### src/optcfg_map.svh
// constants for the option byte configuration loader
// assumes inclusion by bare name from design files
`ifndef OPTCFG_MAP_SVH
`define OPTCFG_MAP_SVH
// upper byte fields
`define OPT_BIT_CONV_SYNC   4'hc
`define OPT_BIT_FRAME11     4'hb
`define OPT_BIT_EXT_HALT    4'h9
`define OPT_BIT_UNDERVOLT   4'h8
// lower byte fields
`define OPT_BIT_PROTECT     4'h7
`define OPT_BIT_OSC_TYPE    4'h6
`define OPT_BIT_PORT_PULL   4'h5
`define OPT_BIT_NMI_PULL    4'h3
`define OPT_BIT_TIMER_PIN_PULLUP_EN    4'h2
`define OPT_BIT_WDG_ACT     4'h1
`define OPT_BIT_OSC_GUARD   4'h0
// reset value of the non-volatile word before any programming
`define OPT_WORD_RESET      16'h0000
// cycles spent in the fetch phase after reset
`define OPT_FETCH_CYCLES    2'h2
`define OPT_CNT_ZERO        2'h0
`define OPT_CNT_ONE         2'h1
`endif

### src/optcfg_pkg.sv
// types of the option byte configuration loader
// assumes nothing beyond a synthesis tool with package support
package optcfg_pkg;
  typedef enum logic [2:0] {
    ST_FETCH = 3'h1,
    ST_APPLY = 3'h2,
    ST_RUN   = 3'h4
  } load_state_t;
  typedef logic [15:0] opt_word_t;
endpackage : optcfg_pkg

### src/optcfg_if.sv
// carrier between the loader and its option storage
// assumes one clock shared by both ends
`timescale 1ns/1ns
interface optcfg_if;
  logic                 wr_en;
  optcfg_pkg::opt_word_t wr_data;
  optcfg_pkg::opt_word_t rd_data;
  modport store (input wr_en, input wr_data, output rd_data);
  modport user  (output wr_en, output wr_data, input rd_data);
endinterface : optcfg_if

### src/option_byte_config_loader.sv
// option byte configuration loader: fetches both option bytes at reset and
// drives the configuration enables of the surrounding units
// assumes programmer writes arrive synchronous to clk_sys
`timescale 1ns/1ns
`include "optcfg_map.svh"
module option_byte_config_loader (
  // clock and reset
  input  wire logic                  clk_sys,
  input  wire logic                  rst,
  // programmer side
  input  wire logic                  prog_mode,
  input  wire logic                  prog_wr,
  input  wire optcfg_pkg::opt_word_t prog_data,
  // unit requests that settings qualify
  input  wire logic                  idle_exec,
  input  wire logic                  conv_start_bit,
  input  wire logic                  stop_req,
  input  wire logic                  watchdog_active,
  input  wire logic                  nmi_pin,
  input  wire logic                  supply_low,
  input  wire logic                  readout_req,
  // status
  output logic                       cfg_valid,
  output optcfg_pkg::opt_word_t      prog_readback,
  // decoded settings
  output logic                       conv_on_idle_sel,
  output logic                       frame_11bit_en,
  output logic                       ext_halt_ctl,
  output logic                       undervolt_reset_en,
  output logic                       readout_protect_en,
  output logic                       osc_type_sel,
  output logic                       port_pullup_dis,
  output logic                       nmi_pin_pullup_en,
  output logic                       timer_pin_pullup_en,
  output logic                       watchdog_hw_activation,
  output logic                       osc_guard_en,
  // qualified actions
  output logic                       conv_start,
  output logic                       stop_allow,
  output logic                       undervolt_reset,
  output logic                       readout_grant
);
  import optcfg_pkg::*;

  // ****************************************
  // option storage
  // ****************************************
  optcfg_if stor_bus ();
  optcfg_store u_store (
    .clk_sys (clk_sys),
    .port    (stor_bus.store)
  );
  // writes only accepted in programming mode, whole word, no address
  assign stor_bus.wr_en   = prog_mode && prog_wr;
  assign stor_bus.wr_data = prog_data;

  // ****************************************
  // fetch sequence
  // ****************************************
  load_state_t state_ff;
  load_state_t nxt_state;
  logic [1:0]  cnt_ff;
  logic [1:0]  nxt_cnt;
  opt_word_t   word_ff;
  wire         fetch_done = (cnt_ff == `OPT_CNT_ONE);
  wire         in_run     = (state_ff == ST_RUN);

  always_comb begin
    nxt_state = state_ff;
    nxt_cnt   = cnt_ff;
    unique case (state_ff)
      ST_FETCH: begin
        nxt_cnt = cnt_ff - `OPT_CNT_ONE;
        if (fetch_done) begin
          nxt_state = ST_APPLY;
        end
      end
      ST_APPLY: nxt_state = ST_RUN;
      ST_RUN:   nxt_state = ST_RUN;
      default:  nxt_state = ST_FETCH;
    endcase
  end

  always_ff @(posedge clk_sys) begin
    if (rst) begin
      state_ff <= ST_FETCH;
      cnt_ff   <= `OPT_FETCH_CYCLES;
      word_ff  <= `OPT_WORD_RESET;
    end else begin
      state_ff <= nxt_state;
      cnt_ff   <= nxt_cnt;
      // the word is captured once; later programming only shows after reset
      if (state_ff == ST_FETCH && fetch_done) begin
        word_ff <= stor_bus.rd_data;
      end
    end
  end

  // ****************************************
  // decoded settings and qualified actions
  // ****************************************
  // named fields of the captured word; reserved positions are stored but never read
  wire bit_conv_sync = word_ff[`OPT_BIT_CONV_SYNC];
  wire bit_frame11   = word_ff[`OPT_BIT_FRAME11];
  wire bit_ext_halt  = word_ff[`OPT_BIT_EXT_HALT];
  wire bit_undervolt = word_ff[`OPT_BIT_UNDERVOLT];
  wire bit_protect   = word_ff[`OPT_BIT_PROTECT];
  wire bit_osc_type  = word_ff[`OPT_BIT_OSC_TYPE];
  wire bit_port_pull = word_ff[`OPT_BIT_PORT_PULL];
  wire bit_nmi_pull  = word_ff[`OPT_BIT_NMI_PULL];
  wire bit_timer_pin_pullup_en  = word_ff[`OPT_BIT_TIMER_PIN_PULLUP_EN];
  wire bit_wdg_act   = word_ff[`OPT_BIT_WDG_ACT];
  wire bit_osc_guard = word_ff[`OPT_BIT_OSC_GUARD];
  // settings only move in the apply cycle, then hold until reset
  wire apply_now     = (state_ff == ST_APPLY);

  // selection for the qualified actions
  wire conv_go = bit_conv_sync ? idle_exec : conv_start_bit;
  wire stop_ok = !watchdog_active || (bit_ext_halt && nmi_pin);
  wire uv_go   = bit_undervolt && supply_low;
  wire read_ok = !bit_protect && readout_req;

  // ****************************************
  // status and readback
  // ****************************************
  // cfg_valid drops on every reset, so a unit never acts on a half-loaded set
  always_ff @(posedge clk_sys) begin
    if (rst) begin
      cfg_valid <= 1'h0;
    end else if (apply_now) begin
      cfg_valid <= 1'h1;
    end
  end

  // readback lags the store by one cycle; it shows new writes, the settings do not
  always_ff @(posedge clk_sys) begin
    if (rst) begin
      prog_readback <= `OPT_WORD_RESET;
    end else begin
      prog_readback <= stor_bus.rd_data;
    end
  end

  // ****************************************
  // settings latches
  // ****************************************
  // converter, serial frame, halt and undervoltage selections
  always_ff @(posedge clk_sys) begin
    if (rst) begin
      conv_on_idle_sel   <= 1'h0;
      frame_11bit_en     <= 1'h0;
      ext_halt_ctl       <= 1'h0;
      undervolt_reset_en <= 1'h0;
    end else if (apply_now) begin
      conv_on_idle_sel   <= bit_conv_sync;
      frame_11bit_en     <= bit_frame11;
      ext_halt_ctl       <= bit_ext_halt;
      undervolt_reset_en <= bit_undervolt;
    end
  end

  // protection, oscillator type and port pull-ups
  // protection defaults on until the word is applied, so readout is never open early
  always_ff @(posedge clk_sys) begin
    if (rst) begin
      readout_protect_en <= 1'h1;
      osc_type_sel       <= 1'h0;
      port_pullup_dis    <= 1'h0;
    end else if (apply_now) begin
      readout_protect_en <= bit_protect;
      osc_type_sel       <= bit_osc_type;
      port_pullup_dis    <= bit_port_pull;
    end
  end

  // pin pull-ups, watchdog activation and oscillator safeguard
  always_ff @(posedge clk_sys) begin
    if (rst) begin
      nmi_pin_pullup_en      <= 1'h0;
      timer_pin_pullup_en    <= 1'h0;
      watchdog_hw_activation <= 1'h0;
      osc_guard_en           <= 1'h0;
    end else if (apply_now) begin
      nmi_pin_pullup_en      <= bit_nmi_pull;
      timer_pin_pullup_en    <= bit_timer_pin_pullup_en;
      watchdog_hw_activation <= bit_wdg_act;
      osc_guard_en           <= bit_osc_guard;
    end
  end

  // ****************************************
  // qualified actions
  // ****************************************
  // held off until settings are valid; each action costs one cycle of latency
  always_ff @(posedge clk_sys) begin
    if (rst) begin
      conv_start      <= 1'h0;
      stop_allow      <= 1'h0;
      undervolt_reset <= 1'h0;
      readout_grant   <= 1'h0;
    end else begin
      conv_start      <= in_run && conv_go;
      stop_allow      <= in_run && stop_req && stop_ok;
      undervolt_reset <= in_run && uv_go;
      readout_grant   <= in_run && read_ok;
    end
  end
endmodule : option_byte_config_loader

### src/optcfg_store.sv
// non-volatile option word model: holds both option bytes
// assumes writes only arrive through the programming-mode gate
`timescale 1ns/1ns
`include "optcfg_map.svh"
module optcfg_store (
  input wire logic clk_sys,
  optcfg_if.store  port
);
  import optcfg_pkg::*;
  // contents survive chip reset, so no reset term here
  opt_word_t mem_ff = `OPT_WORD_RESET;
  always_ff @(posedge clk_sys) begin
    if (port.wr_en) begin
      mem_ff <= port.wr_data;
    end
  end
  assign port.rd_data = mem_ff;
endmodule : optcfg_store

### config.mk
export PLATFORM = sky130hd
export DESIGN_NAME = option_byte_config_loader
export DESIGN_NICKNAME = d
export VERILOG_FILES = /design/src/optcfg_pkg.sv /design/src/optcfg_if.sv /design/src/option_byte_config_loader.sv /design/src/optcfg_store.sv
export VERILOG_INCLUDE_DIRS = /design/src /design/src/src
export SDC_FILE = /design/constraint.sdc
export NUM_CORES = 1
export LEC_CHECK = 0
export BUFFER_PORTS_ARGS = -buffer_cell sky130_fd_sc_hd__buf_2
export CORE_ASPECT_RATIO = 0.6
export CORE_MARGIN = 4
export CORE_UTILIZATION = 57
export CTS_BUF_LIST = sky130_fd_sc_hd__clkbuf_2
export DETAILED_ROUTE_END_ITERATION = 10
export GPL_ROUTABILITY_DRIVEN = 0
export MAX_ROUTING_LAYER = met4
export PLACE_DENSITY = 0.86
export REMOVE_ABC_BUFFERS = 1
export SETUP_SLACK_MARGIN = 0.02
export SYNTH_ARGS = -nofsm -noshare
export SYNTH_HDL_FRONTEND = slang
export SYNTH_SLANG_ARGS = --single-unit
### constraint.sdc
create_clock -name clk_sys -period 3 [get_ports clk_sys]
set_input_delay 0.3 -clock clk_sys [delete_from_list [all_inputs] [get_ports clk_sys]]
set_output_delay 0.3 -clock clk_sys [all_outputs]
set_load 0.01 [all_outputs]
==> reports/metrics.csv, run 1 <==
stage,metric,value,unit
clocking,clock_path_buffers,2,
clocking,clock_sinks,64,
timing,timing.final.crit_share,53.6,%
global_routing,grt-ovfl-total,0,
drt,dr.pass1.iters,4,
place,place_hpwl,2590,um
drt,routed_wl,4270,um
power_and_ir_drop,p_clk_share,36.6,%
drt,first_iter_violations,61,
synthesis,synth_cell_type_count,24,
timing,finalHoldViolCount,0,
synthesis,syn-instance-count,173,
synthesis,avgSynthCellArea,12.6,sq um
power_and_ir_drop,p_seq_share,54.3,%
global_routing,grt_usage,20.1,%
power_and_ir_drop,p_leak,1.35,nW
worst_setup_path,critPathRequiredTime,3.34,ns
floorplanning,die_h,56.0,um
floorplanning,rows,17,
clocking,clk-insertion-delay-late,0.45,ns
final_layout,fin_util,76.9,%
final_layout,synthToLayoutAreaGrowth,29.4,%
final_layout,num_antenna_cells,0,
floorplanning,start_util,59.5,%
timing,finalSetupViolations,0,
power_and_ir_drop,irDropWorstVdd,504,uV
power_and_ir_drop,switching_power,0.376,mW
final_layout,fin_nets,280,
synthesis,ys_warn_count,0,
drt,via_per_inst,4.80,
drt,vias,1460,
drt,ant_nets,0,
final_layout,drive_gt1_share,31.5,%
global_routing,antenna_found_initial,0,
timing,fmaxAchievable,622,MHz
power_and_ir_drop,pwr-share-comb,9.1,%
synthesis,ys_seq_elements,64,
worst_setup_path,slowest_stage,dfxtp_1,
floorplanning,fp.dieW,88.0,um
worst_setup_path,worstPathArrival,1.95,ns
power_and_ir_drop,finalPower,1.77,mW
hold_path,worstHoldPathType,input pin to flop,
clocking,clkTransAtPathRegs,0.17,ns
place,port_buffers,58,
drt,drc,0,
timing,tightest_slew,0.755,ns
run,drv_cap,0,
final_layout,nFillCells,240,
global_routing,grt_pass1_wl,7080,um
clocking,cts-resized-gates,0,
worst_setup_path,max_stage_delay,0.37,ns
final_layout,register_area,1440,sq um
floorplanning,dieArea,4930,sq um
timing,fin_setup_tns,0,ns
timing,rsz0062_at_grt,false,
final_layout,multi_input_area,653,sq um
clocking,clockRootBuffer,clkbuf_2,
floorplanning,ios,59,
worst_setup_path,crit_chain,"inv_1, ha_1, nand4bb_1, buf_4, mux2_2",
power_and_ir_drop,intPower,1.39,mW
floorplanning,coreArea,3680,sq um
timing,slew_violations,0,
timing,skew,0.0235,ns
power_and_ir_drop,swShare,21.3,%
global_routing,grt_max_degree,49,
clocking,cts_made_buffers,9,
worst_setup_path,critical_path_class,flop to flop,
synthesis,synth_area,2190,sq um
timing,slew_headroom,49.6,%
worst_setup_path,startpoint_type,flop,
worst_setup_path,critPathMaxFanout,9,
clocking,cts_hold_buf,16,
drt,wl_per_cell,14.0,um
clocking,tritoncts,yes,
clocking,htreeDepth,3,
timing,min_period,1.61,ns
global_routing,grt_pass1_vias,1534,
worst_setup_path,crit_path_end_kind,flop,
run_status,status,finished clean,
synthesis,seq_area_frac_synth,65.9,%
power_and_ir_drop,cellPowerDensity,625,nW/um^2
clocking,cts_post_setup_buffers_inserted,0,
## through the flow
stage | cells | hold slack, ns | cell area [sq um] | setup WS (ns)
after floorplan | 164 | 0.369 | 2140 | 1.43
after global placement | 271 | 0.430 | 2510 | 1.51
after detailed placement | 271 | 0.427 | 2510 | 1.42
after CTS | 303 | 0.0112 | 2820 | 1.39
after global routing | 304 | 0.00957 | 2830 | 1.30
final | 304 | 0.0746 | 2830 | 1.39
## routing by layer
metal	vias to the layer above	wire length, um	track usage [%]
met3	5	277	9.32
li1	723	-	-
met4	0	40	4.16
met5	-	0	-
met1	687	1800	21.9
met2	45	2150	33.6
## synth_stat cells, drive strengths merged
library cell  instances  area [sq um]
nand2b               30           188
ha                    1          12.5
or3b                  1          8.76
nor2b                 8          50.1
o22a                  1          8.76
edfxtp               16           480
or4b                  1          13.8
nand2                 2          7.51
nor2                  9          33.8
nand4bb               1          11.3
clkbuf                5          18.8
a211oi                1          12.5
buf                   4          26.3
inv                  13          48.8
mux2                  2          22.5
dfxtp                48           961
or2                   1          6.26
nor3b                 3          27.5
a21oi                 1          5.00
and2                  1          6.26
mux2i                23           230
xnor2                 1          8.76
## worst max-delay path: cells and delay by family (launching register included)
family / cells / cell delay (ns)
adders and majority gates: 1 / 0.18
buffers and inverters: 2 / 0.32
DFF: 1 / 0.37
muxes: 1 / 0.35
and+or+nand+nor: 1 / 0.29
## power by group through the flow
stage / Clock (mW) / Combinational, mW / Sequential, mW
global route: 0.701 / 0.179 / 0.967
finish: 0.648 / 0.160 / 0.961
CTS: 0.662 / 0.160 / 0.960
global placement: 0 / 0.136 / 0.976
floorplan: 0 / 0.0804 / 0.981
detailed placement: 0 / 0.143 / 0.979
## registers in the layout, summed over array words and instances (netlist names), 2 cells and up
signal,flops
prog_readback,16
u_store.port.rd_data,16
word_ff,11
state_ff,3
cnt_ff,2
## path summary, 6_finish.rpt
| kind | cells after the start | slack [ns] | from | end |
|---|---|---|---|---|
| min | 3 | 0.07 | stop_req | stop_allow |
| min reg2reg | 1 | 0.46 | u_store.port.rd_data[14] | prog_readback[14] |
| max | 5 | 1.39 | cnt_ff[1] | word_ff[7] |
| max reg2reg | 5 | 1.39 | cnt_ff[1] | word_ff[7] |
## cells in the final DEF (no fill, tap or decap), types with 2 or more instances in the layout
cell type	Yosys	routed
mux2_2	2	2
inv_1	13	13
nor2_1	9	9
nand2b_1	30	30
dfxtp_1	48	48
clkbuf_2	0	12
edfxtp_1	16	16
buf_4	0	2
dlygate4sd3_1	0	17
bufinv_16	0	3
nand2_1	2	2
mux2i_1	23	23
nor2b_1	8	8
buf_2	3	58
nor3b_1	2	2
## cell type report
cell class / instances / share of cell area, %
clock inverter: 4 / 3.31
clock buffer: 12 / 2.12
inverter: 13 / 1.72
sequential: 64 / 50.9
tap: 47 / 2.08
multi-input combinational: 87 / 23.1
timing repair buffer: 77 / 16.8
## kinds of logic after synthesis
| family | synth area share (%) |
|---|---|
| AO/OA/AOI/OAI | 1.20 |
| adder cells (fa/ha/maj) | 0.572 |
| XOR/XNOR | 0.400 |
| buffers and inverters | 4.29 |
| multiplexers | 11.5 |
| AND/OR/NAND/NOR | 16.1 |
| flip-flops | 65.9 |
Power figures use the tool's default switching activity.
==> run 2, diff against run 1 <==
--- a/config.mk
+++ b/config.mk
@@ -9,12 +9,12 @@
 export BUFFER_PORTS_ARGS = -buffer_cell sky130_fd_sc_hd__buf_2
 export CORE_ASPECT_RATIO = 0.6
 export CORE_MARGIN = 4
-export CORE_UTILIZATION = 57
+export CORE_UTILIZATION = 53
 export CTS_BUF_LIST = sky130_fd_sc_hd__clkbuf_2
 export DETAILED_ROUTE_END_ITERATION = 10
 export GPL_ROUTABILITY_DRIVEN = 0
 export MAX_ROUTING_LAYER = met4
-export PLACE_DENSITY = 0.86
+export PLACE_DENSITY = 0.8
 export REMOVE_ABC_BUFFERS = 1
 export SETUP_SLACK_MARGIN = 0.02
 export SYNTH_ARGS = -nofsm -noshare
==> constraint.sdc (replaced) <==
create_clock -name clk_sys -period 1.55 [get_ports clk_sys]
set_input_delay 0.155 -clock clk_sys [delete_from_list [all_inputs] [get_ports clk_sys]]
set_output_delay 0.155 -clock clk_sys [all_outputs]
set_load 0.01 [all_outputs]
==> run 2 against run 1 <==
Against the previous run:
- final area increased by 3.8%
- count of clock-buffer cells in the layout decreased by 3
- clock power increased by 91%
- maximum frequency increased by 24%
- sequential cell count unchanged
- combinational power increased by 110%
- wire length decreased by 0.66%
- global-route usage decreased by 1.8 points
- critical path depth decreased by 3
- die area increased by 6.7%
- core utilization decreased by 0.21 points
- total power increased by 94%
==> reports/metrics.csv, run 2 (synthesis results as in run 1) <==
stage,metric,value,unit
run_status,status,finished clean,
drt,dr.pass1.iters,4,
final_layout,fin_nets,291,
drt,wl_per_cell,13.5,um
clocking,clock_path_buffers,2,
place,port_buffers,58,
worst_setup_path,critPathMaxFanout,6,
global_routing,grt_max_degree,26,
clocking,htreeDepth,3,
timing,timing.final.crit_share,83.5,%
timing,fin_setup_tns,0,ns
final_layout,final_common_cell,buf_2,
clocking,cts_post_setup_buffers_inserted,0,
global_routing,grt_pass1_wl,7070,um
floorplanning,ios,59,
timing,tightest_slew,0.332,ns
floorplanning,fp.dieW,91.0,um
drt,routed_wl,4240,um
floorplanning,dieArea,5250,sq um
final_layout,final_cell_mix,"buf_2, dfxtp_1, nand2b_1",
worst_setup_path,startpoint_type,flop,
timing,slew_headroom,77.8,%
worst_setup_path,slowest_stage,or4b_4,
global_routing,grt_pass1_vias,1541,
timing,fmaxAchievable,773,MHz
place,place_hpwl,2690,um
final_layout,multi_input_area,658,sq um
clocking,clkTransAtPathRegs,0.17,ns
global_routing,grt_usage,18.3,%
floorplanning,coreArea,3830,sq um
timing,finalHoldViolCount,0,
timing,min_period,1.29,ns
drt,met3_length,280,um
clocking,clk-insertion-delay-late,0.46,ns
final_layout,final_cell_area,2940,sq um
worst_setup_path,crit_family,simple AND/OR/NAND/NOR gates,
worst_setup_path,crit_path_end_kind,flop,
drt,ant_nets,0,
timing,rsz0062_at_grt,false,
worst_setup_path,crit_chain,"or4b_4, a211oi_2",
final_layout,register_area,1440,sq um
timing,skew,0.0144,ns
clocking,tritoncts,yes,
global_routing,antenna_found_initial,0,
drt,met1Wirelength,1830,um
clocking,clock_sinks,64,
place,place_inst,275,
power_and_ir_drop,irDropWorstVdd,629,uV
final_layout,num_antenna_cells,0,
run,drv_cap,0,
final_layout,drive_gt1_share,31.7,%
final_layout,fin_util,76.7,%
timing,finalSetupViolations,0,
place,post_dp_cell_area,2540,sq um
floorplanning,start_util,57.2,%
final_layout,synthToLayoutAreaGrowth,34.2,%
drt,top_layer,met4,
final_layout,nFillCells,252,
drt,vias,1432,
drt,drc,0,
timing,hold_ws,0.169,ns
drt,wl_met2,2060,um
drt,first_iter_violations,54,
worst_setup_path,path_buf_inv,0,
clocking,cts_made_buffers,9,
power_and_ir_drop,p_leak,1.39,nW
worst_setup_path,max_stage_delay,0.54,ns
worst_setup_path,critical_path_class,flop to flop,
clocking,clockRootBuffer,clkbuf_2,
floorplanning,die_h,57.8,um
floorplanning,rows,17,
power_and_ir_drop,cellPowerDensity,1170,nW/um^2
hold_path,worstHoldPathType,input pin to flop,
timing,slew_violations,0,
drt,via_per_inst,4.55,
worst_setup_path,critPathRequiredTime,1.94,ns
global_routing,grt-ovfl-total,0,
worst_setup_path,worstPathArrival,1.69,ns
final_layout,final_cells,315,
-- run 2: metrics by stage --
step                setup WS, ns  power [mW]
detailed placement         0.291        2.18
finish                     0.256        3.43
CTS                        0.256        3.46
global route               0.212        3.59
global placement           0.348        2.17
floorplan                -0.0175        2.05
-- run 2: cell type report --
cell class | count | share of cell area, %
well taps | 47 | 2.00
flip-flops and latches | 64 | 49.1
clock inverters | 7 | 3.75
multi-input cells | 87 | 22.4
repair buffers | 88 | 19.6
clock buffers | 9 | 1.53
inverters | 13 | 1.66
-- run 2: timing repair --
action,CTS,global route
hold buffers,24,0
endpoints found under the hold margin,20,0
resized for setup,0,0
-- run 2: routing by layer --
metal	vias up	global-route usage, %
li1	747	-
met1	638	19.4
met2	39	30.8
met3	8	8.17
met4	0	6.65
met5	-	-
-- run 2: final timing paths --
kind,startpoint,to,slack [ns],cells after the start
worst min-delay path,prog_wr,u_store.port.rd_data[6],0.17,2
worst max-delay path,state_ff[2],stop_allow,0.26,2
worst max register to register,state_ff[2],stop_allow,0.26,2
worst min register to register,cfg_valid,cfg_valid,0.46,2
-- run 2: where the power goes --
group	total, mW	switching [mW]	internal (mW)
sequential	1.86	0.0415	1.82
combinational	0.335	0.148	0.187
clock	1.24	0.554	0.683
total	3.43	0.744	2.69
-- run 2: worst reg2reg max path: stages (launching register included) --
cell and delay, ns:
dfxtp_1 0.47, or4b_4 0.54, a211oi_2 0.22
